===== src/design/efc_pkg.sv =====
// Package of register map, field positions and reset values for the embedded-function bank
package efc_pkg;

  // ****************************************************************
  // Register offsets
  // ****************************************************************
  localparam logic [7:0] OFS_HUB_SLAVE_CONFIG = 8'h32;
  localparam logic [7:0] OFS_HUB_WRITE_BYTE   = 8'h33;
  localparam logic [7:0] OFS_SIG_MOTION_THR   = 8'h34;
  localparam logic [7:0] OFS_STEP_WINDOW      = 8'h3A;
  localparam logic [7:0] OFS_MIRRORED_CTRL    = 8'h3F;

  // ****************************************************************
  // Reset values
  // ****************************************************************
  localparam logic [7:0] RST_HUB_SLAVE_CONFIG = 8'h00;
  localparam logic [7:0] RST_HUB_WRITE_BYTE   = 8'h00;
  localparam logic [7:0] RST_SIG_MOTION_THR   = 8'h06;
  localparam logic [7:0] RST_STEP_WINDOW      = 8'h00;
  localparam logic       RST_PAGE_ENABLE      = 1'b1;

  // ****************************************************************
  // Field positions
  // ****************************************************************
  localparam int POS_READ_COUNT_LSB = 0;
  localparam int POS_READ_COUNT_MSB = 2;
  localparam int POS_SLAVE_DIRECTION = 7;
  localparam int POS_MC_REBOOT      = 7;
  localparam int POS_MC_SOFT_RESET  = 6;
  localparam int POS_MC_RESERVED    = 5;
  localparam int POS_MC_PAGE_ENABLE = 4;
  localparam int POS_MC_FILTER_SEL  = 3;
  localparam int POS_MC_ADDR_INC    = 2;
  localparam int POS_MC_BUS_DISABLE = 1;
  localparam int POS_MC_WIRE_MODE   = 0;

  // Step window unit in microseconds per count
  localparam int STEP_WINDOW_UNIT_US = 1638400;

  // Copy of the main control bits
  typedef struct packed {
    logic reboot;
    logic soft_reset;
    logic filter_select;
    logic addr_inc;
    logic bus_disable;
    logic wire_mode;
  } efc_main_ctrl_type;

  // Settings handed to the pedometer and hub engines
  typedef struct packed {
    logic       page_enable;
    logic       first_slave_read;
    logic [2:0] hub_read_count;
    logic [7:0] hub_write_byte;
    logic [7:0] sig_motion_threshold;
    logic [7:0] step_window;
  } efc_settings_type;

  // Serial register access
  typedef struct packed {
    logic       wr;
    logic       rd;
    logic [7:0] addr;
    logic [7:0] wdata;
  } efc_access_type;

endpackage : efc_pkg


===== src/design/efc_byte_reg.sv =====
// One 8-bit configuration byte with soft reset, write strobe and clock enable
module efc_byte_reg #(
  parameter logic [7:0] RESET_VALUE = 8'h00
) (
  input  wire logic       sys_clk,
  input  wire logic       rst_b,
  input  wire logic       clk_en,
  input  wire logic       soft_clear,
  input  wire logic       wr_en,
  input  wire logic [7:0] wdata,
  output logic      [7:0] q
);

  // Register update: soft reset returns to the default
  always_ff @(posedge sys_clk or negedge rst_b) begin
    if (!rst_b) begin
      q <= RESET_VALUE;
    end else if (clk_en) begin
      if (soft_clear) begin
        q <= RESET_VALUE;
      end else if (wr_en) begin
        q <= wdata;
      end
    end
  end

endmodule // efc_byte_reg


===== src/design/efc_config_bank.sv =====
// Embedded-function configuration page with mirrored control register

module efc_config_bank (
  input  wire logic                       sys_clk,
  input  wire logic                       rst_b,
  input  wire logic                       clk_en,
  input  wire efc_pkg::efc_access_type    acc,
  input  wire logic                       acc_first,
  input  wire efc_pkg::efc_main_ctrl_type main_ctrl,
  input  wire logic                       page_set,
  input  wire logic                       reload_done,
  output efc_pkg::efc_settings_type       settings,
  output logic                      [7:0] rdata,
  output logic                            rvalid,
  output logic                            reload_req,
  output logic                      [7:0] cur_addr
);

  // ****************************************************************
  // Address tracking for multi-byte access
  // ****************************************************************
  logic [7:0] addr_reg;
  logic [7:0] addr_next;
  logic       acc_any;
  logic [7:0] eff_addr;

  assign acc_any  = acc.wr | acc.rd;
  assign eff_addr = acc_first ? acc.addr : addr_reg;
  // Advance after each byte when incrementing is on
  assign addr_next = main_ctrl.addr_inc ? eff_addr + 8'h01 : eff_addr;

  always_ff @(posedge sys_clk or negedge rst_b) begin
    if (!rst_b) begin
      addr_reg <= 8'h00;
    end else if (clk_en && acc_any) begin
      addr_reg <= addr_next;
    end
  end

  // ****************************************************************
  // Decode
  // ****************************************************************
  logic page_en_reg;
  logic soft_clear;
  logic wr_slv;
  logic wr_wbyte;
  logic wr_thr;
  logic wr_win;
  logic wr_ctrl;
  logic page_wr;

  // Page accesses are only honoured while enabled
  assign page_wr  = acc.wr & page_en_reg;
  assign wr_slv   = page_wr & (eff_addr == efc_pkg::OFS_HUB_SLAVE_CONFIG);
  assign wr_wbyte = page_wr & (eff_addr == efc_pkg::OFS_HUB_WRITE_BYTE);
  assign wr_thr   = page_wr & (eff_addr == efc_pkg::OFS_SIG_MOTION_THR);
  assign wr_win   = page_wr & (eff_addr == efc_pkg::OFS_STEP_WINDOW);
  assign wr_ctrl  = page_wr & (eff_addr == efc_pkg::OFS_MIRRORED_CTRL);
  // Soft reset copy drives a return to defaults
  assign soft_clear = main_ctrl.soft_reset;

  // ****************************************************************
  // Configuration bytes
  // ****************************************************************
  logic [7:0] slv_q;
  logic [7:0] wbyte_q;
  logic [7:0] thr_q;
  logic [7:0] win_q;

  efc_byte_reg #(.RESET_VALUE(efc_pkg::RST_HUB_SLAVE_CONFIG)) u_slv (
    .sys_clk    (sys_clk),
    .rst_b      (rst_b),
    .clk_en     (clk_en),
    .soft_clear (soft_clear),
    .wr_en      (wr_slv),
    .wdata      (acc.wdata),
    .q          (slv_q)
  );

  efc_byte_reg #(.RESET_VALUE(efc_pkg::RST_HUB_WRITE_BYTE)) u_wbyte (
    .sys_clk    (sys_clk),
    .rst_b      (rst_b),
    .clk_en     (clk_en),
    .soft_clear (soft_clear),
    .wr_en      (wr_wbyte),
    .wdata      (acc.wdata),
    .q          (wbyte_q)
  );

  efc_byte_reg #(.RESET_VALUE(efc_pkg::RST_SIG_MOTION_THR)) u_thr (
    .sys_clk    (sys_clk),
    .rst_b      (rst_b),
    .clk_en     (clk_en),
    .soft_clear (soft_clear),
    .wr_en      (wr_thr),
    .wdata      (acc.wdata),
    .q          (thr_q)
  );

  efc_byte_reg #(.RESET_VALUE(efc_pkg::RST_STEP_WINDOW)) u_win (
    .sys_clk    (sys_clk),
    .rst_b      (rst_b),
    .clk_en     (clk_en),
    .soft_clear (soft_clear),
    .wr_en      (wr_win),
    .wdata      (acc.wdata),
    .q          (win_q)
  );

  // ****************************************************************
  // Page enable bit
  // ****************************************************************
  logic page_en_next;

  // Only the enable bit of the mirrored register is writable
  assign page_en_next = soft_clear ? efc_pkg::RST_PAGE_ENABLE
                      : wr_ctrl ? acc.wdata[efc_pkg::POS_MC_PAGE_ENABLE]
                      : page_set ? 1'b1 : page_en_reg;

  always_ff @(posedge sys_clk or negedge rst_b) begin
    if (!rst_b) begin
      page_en_reg <= efc_pkg::RST_PAGE_ENABLE;
    end else if (clk_en) begin
      page_en_reg <= page_en_next;
    end
  end

  // ****************************************************************
  // Reboot request
  // ****************************************************************
  logic reload_next;

  // Held until the flash reload reports completion
  assign reload_next = main_ctrl.reboot | (reload_req & ~reload_done);

  always_ff @(posedge sys_clk or negedge rst_b) begin
    if (!rst_b) begin
      reload_req <= 1'b0;
    end else if (clk_en) begin
      reload_req <= reload_next;
    end
  end

  // ****************************************************************
  // Read path
  // ****************************************************************
  logic [7:0] mirror_val;
  logic [7:0] rdata_next;

  // Copies come straight from the main control register; reserved reads 0
  assign mirror_val = {main_ctrl.reboot, main_ctrl.soft_reset, 1'b0, page_en_reg,
                       main_ctrl.filter_select, main_ctrl.addr_inc,
                       main_ctrl.bus_disable, main_ctrl.wire_mode};

  assign rdata_next = !page_en_reg ? 8'h00
                    : (eff_addr == efc_pkg::OFS_HUB_SLAVE_CONFIG) ? slv_q
                    : (eff_addr == efc_pkg::OFS_HUB_WRITE_BYTE) ? wbyte_q
                    : (eff_addr == efc_pkg::OFS_SIG_MOTION_THR) ? thr_q
                    : (eff_addr == efc_pkg::OFS_STEP_WINDOW) ? win_q
                    : (eff_addr == efc_pkg::OFS_MIRRORED_CTRL) ? mirror_val
                    : 8'h00;

  always_ff @(posedge sys_clk or negedge rst_b) begin
    if (!rst_b) begin
      rdata  <= 8'h00;
      rvalid <= 1'b0;
    end else if (clk_en) begin
      rdata  <= acc.rd ? rdata_next : rdata;
      rvalid <= acc.rd;
    end
  end

  // ****************************************************************
  // Settings to the engines
  // ****************************************************************
  efc_pkg::efc_settings_type settings_next;

  // Direction bit 1 means read
  assign settings_next.first_slave_read     = slv_q[efc_pkg::POS_SLAVE_DIRECTION];
  assign settings_next.hub_read_count       =
    slv_q[efc_pkg::POS_READ_COUNT_MSB:efc_pkg::POS_READ_COUNT_LSB];
  assign settings_next.hub_write_byte       = wbyte_q;
  assign settings_next.sig_motion_threshold = thr_q;
  assign settings_next.step_window          = win_q;
  assign settings_next.page_enable          = page_en_reg;

  always_ff @(posedge sys_clk or negedge rst_b) begin
    if (!rst_b) begin
      settings <= '0;
      cur_addr <= 8'h00;
    end else if (clk_en) begin
      settings <= settings_next;
      cur_addr <= addr_reg;
    end
  end
endmodule // efc_config_bank


===== config.mk =====
export PLATFORM = sky130hd
export DESIGN_NAME = efc_config_bank
export DESIGN_NICKNAME = d
export VERILOG_FILES = /design/src/design/efc_pkg.sv /design/src/design/efc_byte_reg.sv /design/src/design/efc_config_bank.sv
export SDC_FILE = /design/constraint.sdc
export NUM_CORES = 1
export LEC_CHECK = 0
export CORE_MARGIN = 8
export CORE_UTILIZATION = 60
export CTS_BUF_LIST = sky130_fd_sc_hd__clkbuf_4
export DETAILED_ROUTE_END_ITERATION = 6
export DONT_BUFFER_PORTS = 1
export GPL_TIMING_DRIVEN = 0
export PLACE_DENSITY = 0.77
export SLEW_MARGIN = 10
export SYNTH_ARGS = -nofsm -noshare
export SYNTH_HDL_FRONTEND = slang
export SYNTH_SLANG_ARGS = --single-unit

===== constraint.sdc =====
create_clock -name sys_clk -period 6.13 [get_ports sys_clk]
set_input_delay 0.613 -clock sys_clk [delete_from_list [all_inputs] [get_ports sys_clk]]
set_output_delay 0.613 -clock sys_clk [all_outputs]
set_load 0.02 [all_outputs]

# Yosys cells after proc, flatten, opt, wreduce, memory -nomap -nowiden
# Cells that the tools add are included.
# totals
regBits	88
wordCells	63
in_bits	30
out_inout_bits	47
# classes
n_reduce_logical	12
n_bitwise	10
n_addsub	1
mux	19
eq_ne	5
# op_table
op	count
$mux 8	16
$eq 8x6->1 const B	5
$reduce_and 2->1	6
$add 8x1->8 const B	1
$reduce_bool 2->1	4
$and 1x1->1	7
$mux 1	3
$reduce_bool 3->1	1
$or 1x1->1	2
$logic_and 1x1->1	1
$not 1->1	1

# Longest topological paths before layout
# depth
word_depth	8
depth_mapped	12
depth_no_buf	9

# By module
# From an unflattened synthesis, not the netlist that was laid out.
# unflattened
hier_cells	447
hier_area_um2	4922.2
# modules_own_cells
mod	area_per_inst_um2	seq_area_each_um2	cells_per_inst	n_inst
efc_config_bank	3029.2	1402.6	272	1
efc_byte_reg at u_slv ...	475.5	200.2	44	3
efc_byte_reg at u_thr	466.7	202.7	43	1

# Least setup slack after synthesis
# Ideal clock, no wire load.
# synth_path
path_kind	input -> register
from	input port acc_first
to	register rdata[7]
n_path_buf	3
path_stages	12
setup_ns	0.122
path_slack_ns	3.444
required_ns	6.008
arrival_time_ns	2.564
cell_sequence	buf_6 > buf_6 > nor2b_1 > a21oi_1 > inv_1 > ha_1 > clkbuf_1 > nand4b_1 > nand2_2 > a222oi_1 > o211ai_1 > a32o_1
# synth_via
elab_chain_cells	8
word_cells_on_any_way	12
classes_between	5 x eq/ne; 7 x mux
# synth_lines
element	line_no	source
start, declared	efc_config_bank.sv:8	input wire logic acc_first,
$mux 8 *	efc_config_bank.sv:28	assign eff_addr = acc_first ? acc.addr : addr_reg;
$eq 8x6->1	efc_config_bank.sv:160	: (eff_addr == efc_pkg::OFS_MIRRORED_CTRL) ? mirror_val
$mux 8	efc_config_bank.sv:160	
$mux 8	efc_config_bank.sv:159	: (eff_addr == efc_pkg::OFS_STEP_WINDOW) ? win_q
$mux 8	efc_config_bank.sv:158	: (eff_addr == efc_pkg::OFS_SIG_MOTION_THR) ? thr_q
$mux 8	efc_config_bank.sv:157	: (eff_addr == efc_pkg::OFS_HUB_WRITE_BYTE) ? wbyte_q
$mux 8 *	efc_config_bank.sv:156	: (eff_addr == efc_pkg::OFS_HUB_SLAVE_CONFIG) ? slv_q
$mux 8 *	efc_config_bank.sv:155	assign rdata_next = !page_en_reg ? 8'h00
end signal, assigned	efc_config_bank.sv:168	rdata <= acc.rd ? rdata_next : rdata;
end, declared	efc_config_bank.sv:13	output logic [7:0] rdata,
# Every way passes the cells marked *; elsewhere a longest branch is shown, timed or not.
# A chain may end at the register's enable or synchronous reset.

# Worst setup path after layout
# layout_path
from	register addr_reg[0]
to	register u_win.q[5]
# layout_via
elab_chain_cells	5
# layout_lines
element	line_no	source
start, declared	efc_config_bank.sv:22	logic [7:0] addr_reg;
start signal, assigned	efc_config_bank.sv:36	addr_reg <= addr_next;
$mux 8	efc_config_bank.sv:28	
$eq 8x6->1	efc_config_bank.sv:57	assign wr_win = page_wr & (eff_addr == efc_pkg::OFS_STEP_WINDOW);
$and 1x1->1	efc_config_bank.sv:57	
$reduce_bool 2->1 (no source line)	-	
$reduce_and 2->1 (no source line)	-	
end signal, assigned	efc_byte_reg.sv:22	q <= wdata;
end, declared	efc_byte_reg.sv:11	output logic [7:0] q
# No other way between the ends.

==> run_results.csv <==
group,metric,value,unit
outcome,status,"completed",
detailed_routing,met3_wirelength,1520,um
synthesis,synth-seq-cells,88,
critical_path,end_kind,"flip-flop",
critical_path,critical_path.startpoint_type,"flip-flop",
timing,final.setup_skew,0.00632,ns
timing,finalMaxSlewViolations,0,
clocking,clockBufferDepth,2,
clocking,post_cts_setup_inserts,0,
floorplan,placementRows,31,
synthesis,postSynth.asyncResetShare,100,%
synthesis,synth-main-ff-cell,"sky130_fd_sc_hd__dfrtp_1",
timing,max_slew.worst_pin.slew,0.818,ns
timing,final.period_utilization,44.6,%
pwr,ir_drop,0.138,mV
global_routing,grt_first_pass_wirelength,18900,um
pwr,net-switching-power,0.455,mW
detailed_routing,detailroute.wirelength.met2,5550,um
critical_path,worst_setup_path_startpoint,"addr_reg[0]$_DFFE_PN0P_",
floorplan,core_region_area,7210,um2
critical_path,r2r.worst_path.cells,10,
synthesis,seq_area_frac_synth,49.5,%
detailed_routing,drtAntennaViolNets,0,
synthesis,main_area_contributors_after_synthesis,"sky130_fd_sc_hd__dfrtp_1 (48%), sky130_fd_sc_hd__mux2_2 (9.3%), sky130_fd_sc_hd__nand3b_1 (4.7%)",
global_routing,grt_start_max_net_pins,86,
timing,maxClockFrequency,366,MHz
synthesis,yosys.area_share.xor_xnor,0.982,%
critical_path,r2r_setup_slack,3.40,ns
clocking,numClockSinks,88,
synthesis,mappedNetlistArea,4460,um2
timing,totalNegativeSetupSlack,0,ns
timing,timing.final.setup_violations,0,
min_path,worst_hold_path_type,"in -> async",
layout,antennaDiodeCount,0,
synthesis,yosysWarnings,0,
synthesis,synth_top_cells_by_count,"sky130_fd_sc_hd__dfrtp_1 (85), sky130_fd_sc_hd__mux2_2 (37), sky130_fd_sc_hd__inv_1 (32)",
synthesis,synth.most_common_cell,"sky130_fd_sc_hd__dfrtp_1",
global_routing,grt.total_usage,24.0,%
floorplan,die_w,102,um
critical_path,critPathMaxFanout,10,
pwr,power_report.internal_total,0.941,mW
detailed_routing,routedLengthMet1,4850,um
layout,registers.top_by_ff_count,"settings",
global_routing,grt-ovfl-total,0,
synthesis,synth_top_family_by_area,"compound AO/OA/AOI/OAI gates",
critical_path,worstReg2RegStart,"addr_reg[0]$_DFFE_PN0P_",
timing,final_hold_viol_count,0,
detailed_routing,first_pass_iters,5,
layout,largest_register_ffs,29,
timing,min_period,2.73,ns
detailed_routing,detail_route.drc_violations,0,
synthesis,yosys.area.top_type_share,47.7,%
pwr,pwr-share-comb,15.7,%
synthesis,synth-simple-area-share,14.1,%
clocking,clk_pin_slew,0.13,ns
place,place.gp.congestion,0.922,
critical_path,worstSetupPathType,"reg -> reg",
place,placed_cells,509,
layout,design.final.nets,456,
synthesis,postSynthNetCount,443,
global_routing,initial_antenna_violation_count,0,
synthesis,syn_area_cell,10.9,um2
layout,drive_above_1_share,17.1,%
detailed_routing,detailroute.via_count,3552,
floorplan,dieHeight,102,um
critical_path,reg2reg_to,"u_win.q[5]$_DFFE_PN0P_",
pwr,share_seq_of_total_power,57.9,%
timing,grt_setup_unrepaired,"false",
synthesis,synth_mux_area_share,10.9,%
pwr,power_density,292,nW/um2
clocking,tritoncts_clock_tree,"done",
synthesis,synth.lib_cells_used.distinct,55,
synthesis,yosys.area.top_type,"sky130_fd_sc_hd__dfrtp_1",
detailed_routing,vias_per_cell,6.75,
floorplan,io_pins,77,
floorplan,die_area,10400,um2
pwr,power_leakage,2.04,nW
floorplan,start_util,61.8,%
place,place_hpwl,8660,um
timing,hold_ws,0.0387,ns
clocking,cts.htree.levels,3,
synthesis,synth_enable_flop_cells,0,
layout,layoutNonFillerInstCount,526,
synthesis,compound_cell_area_share_of_the_yosys_netlist,17.8,%
place,io_buffers,0,
detailed_routing,post_drt_wl_per_cell,23.2,um
clocking,insertion_delay,0.44,ns
layout,syn2layout_area_growth,7.13,%
clocking,tritoncts.num_buffers,9,
pwr,switching_portion_of_total_power,32.6,%
clocking,root_buffer,"sky130_fd_sc_hd__clkbuf_4",
timing,max_slew_margin,45.5,%
critical_path,arrival,3.05,ns
detailed_routing,highest-signal-layer,"met4",
flow_run,drv_cap,0,
critical_path,cp_data_required_time,6.45,ns
detailed_routing,detailedRoute.firstIterationViolations,409,
global_routing,first_global_vias,3364,
detailed_routing,wirelength,12200,um
synthesis,synthesis.instances,410,
synthesis,post_synth_fa_ha_maj_area_fraction,0.842,%
pwr,clockPowerShare,26.4,%
## per-layer routing
| metal | global-route usage [%] | vias up |
|---|---|---|
| li1 | - | 1562 |
| met4 | 7.90 | 0 |
| met3 | 6.88 | 32 |
| met5 | 0 | - |
| met1 | 31.8 | 1751 |
| met2 | 37.1 | 207 |
## cell families after synthesis
group	after synthesis
muxes	44
and+or+nand+nor	107
adders and majority gates	3
buffers and inverters	61
AOI/OAI and AO/OA	102
DFF	88
xor gates and xnor gates	5
## what timing repair did
action                    4_1_cts  5_1_grt
hold endpoints to repair       85        0
hold buffers                    2        0
resized for setup               0        0
## cell type report
class / instances / area [um2]
fill: 583 / 2440
sequential: 88 / 2210
multi-input combinational: 261 / 1990
buffer: 29 / 146
tap: 99 / 124
inverter: 32 / 120
clock inverter: 5 / 81.3
clock buffer: 10 / 75.1
timing repair buffer: 2 / 37.5
## power groups by stage
| stage | registers (mW) | logic (mW) | clock network (mW) |
|---|---|---|---|
| floorplan | 0.789 | 0.166 | 0 |
| CTS | 0.809 | 0.219 | 0.372 |
| finish | 0.809 | 0.219 | 0.368 |
| global placement | 0.817 | 0.194 | 0 |
| global route | 0.822 | 0.241 | 0.396 |
| detailed placement | 0.822 | 0.202 | 0 |
## worst max-delay path by stage
stage                                        end  cells past startpoint
after floorplan             rdata[7]$_DFFE_PN0P_                     12
after global placement    u_win.q[5]$_DFFE_PN0P_                     12
after detailed placement  u_win.q[5]$_DFFE_PN0P_                     12
after CTS                 u_win.q[5]$_DFFE_PN0P_                     10
after global routing      u_win.q[6]$_DFFE_PN0P_                     10
final                     u_win.q[5]$_DFFE_PN0P_                     10
## cell usage in the layout, fill, tap and decap left out, types with 3 or more instances in the layout
cell	synthesis	final
sky130_fd_sc_hd__buf_6	3	3
sky130_fd_sc_hd__nor3_1	9	9
sky130_fd_sc_hd__nand3_1	10	10
sky130_fd_sc_hd__a21oi_1	14	14
sky130_fd_sc_hd__nand2_1	23	23
sky130_fd_sc_hd__o2111ai_1	3	3
sky130_fd_sc_hd__o311ai_0	3	3
sky130_fd_sc_hd__o21a_1	4	4
sky130_fd_sc_hd__a22oi_1	3	3
sky130_fd_sc_hd__o221ai_1	22	22
sky130_fd_sc_hd__a211oi_1	5	5
sky130_fd_sc_hd__dfstp_2	3	3
sky130_fd_sc_hd__a222oi_1	4	4
sky130_fd_sc_hd__clkbuf_1	15	15
sky130_fd_sc_hd__nor3b_1	7	7
sky130_fd_sc_hd__nor2_1	9	9
sky130_fd_sc_hd__a211o_1	6	6
sky130_fd_sc_hd__xnor2_1	5	5
sky130_fd_sc_hd__mux2i_1	7	7
sky130_fd_sc_hd__nand3b_1	28	28
sky130_fd_sc_hd__inv_1	32	32
sky130_fd_sc_hd__buf_1	3	3
sky130_fd_sc_hd__a32o_1	4	4
sky130_fd_sc_hd__ha_1	3	3
sky130_fd_sc_hd__o21ai_0	13	13
sky130_fd_sc_hd__dfrtp_1	85	85
sky130_fd_sc_hd__buf_2	6	6
sky130_fd_sc_hd__o211ai_1	6	6
sky130_fd_sc_hd__nand4_1	4	4
sky130_fd_sc_hd__clkbuf_4	0	10
sky130_fd_sc_hd__mux2_2	37	37
## stage by stage
stage	power, mW	utilization (%)	setup WS [ns]	area, um2
2_1_floorplan	0.955	-	3.44	4460
3_3_place_gp	1.01	63.5	3.09	4580
3_5_place_dp	1.02	63.5	3.06	4580
4_1_cts	1.40	66.2	3.42	4780
5_1_grt	1.46	66.2	3.29	4780
6_report	1.40	66.2	3.40	4780
## worst max-delay path, stage by stage, from the launching register on
cell                       delay (ns)
sky130_fd_sc_hd__dfrtp_1         0.43
sky130_fd_sc_hd__nor2b_1         0.15
sky130_fd_sc_hd__a21oi_1         0.31
sky130_fd_sc_hd__ha_1            0.32
sky130_fd_sc_hd__and4b_1         0.21
sky130_fd_sc_hd__a31o_1          0.11
sky130_fd_sc_hd__buf_6           0.15
sky130_fd_sc_hd__nand4_1         0.36
sky130_fd_sc_hd__buf_2           0.35
sky130_fd_sc_hd__nand3b_1        0.11
sky130_fd_sc_hd__o221ai_1        0.10
(Power assumes the default switching activity.)
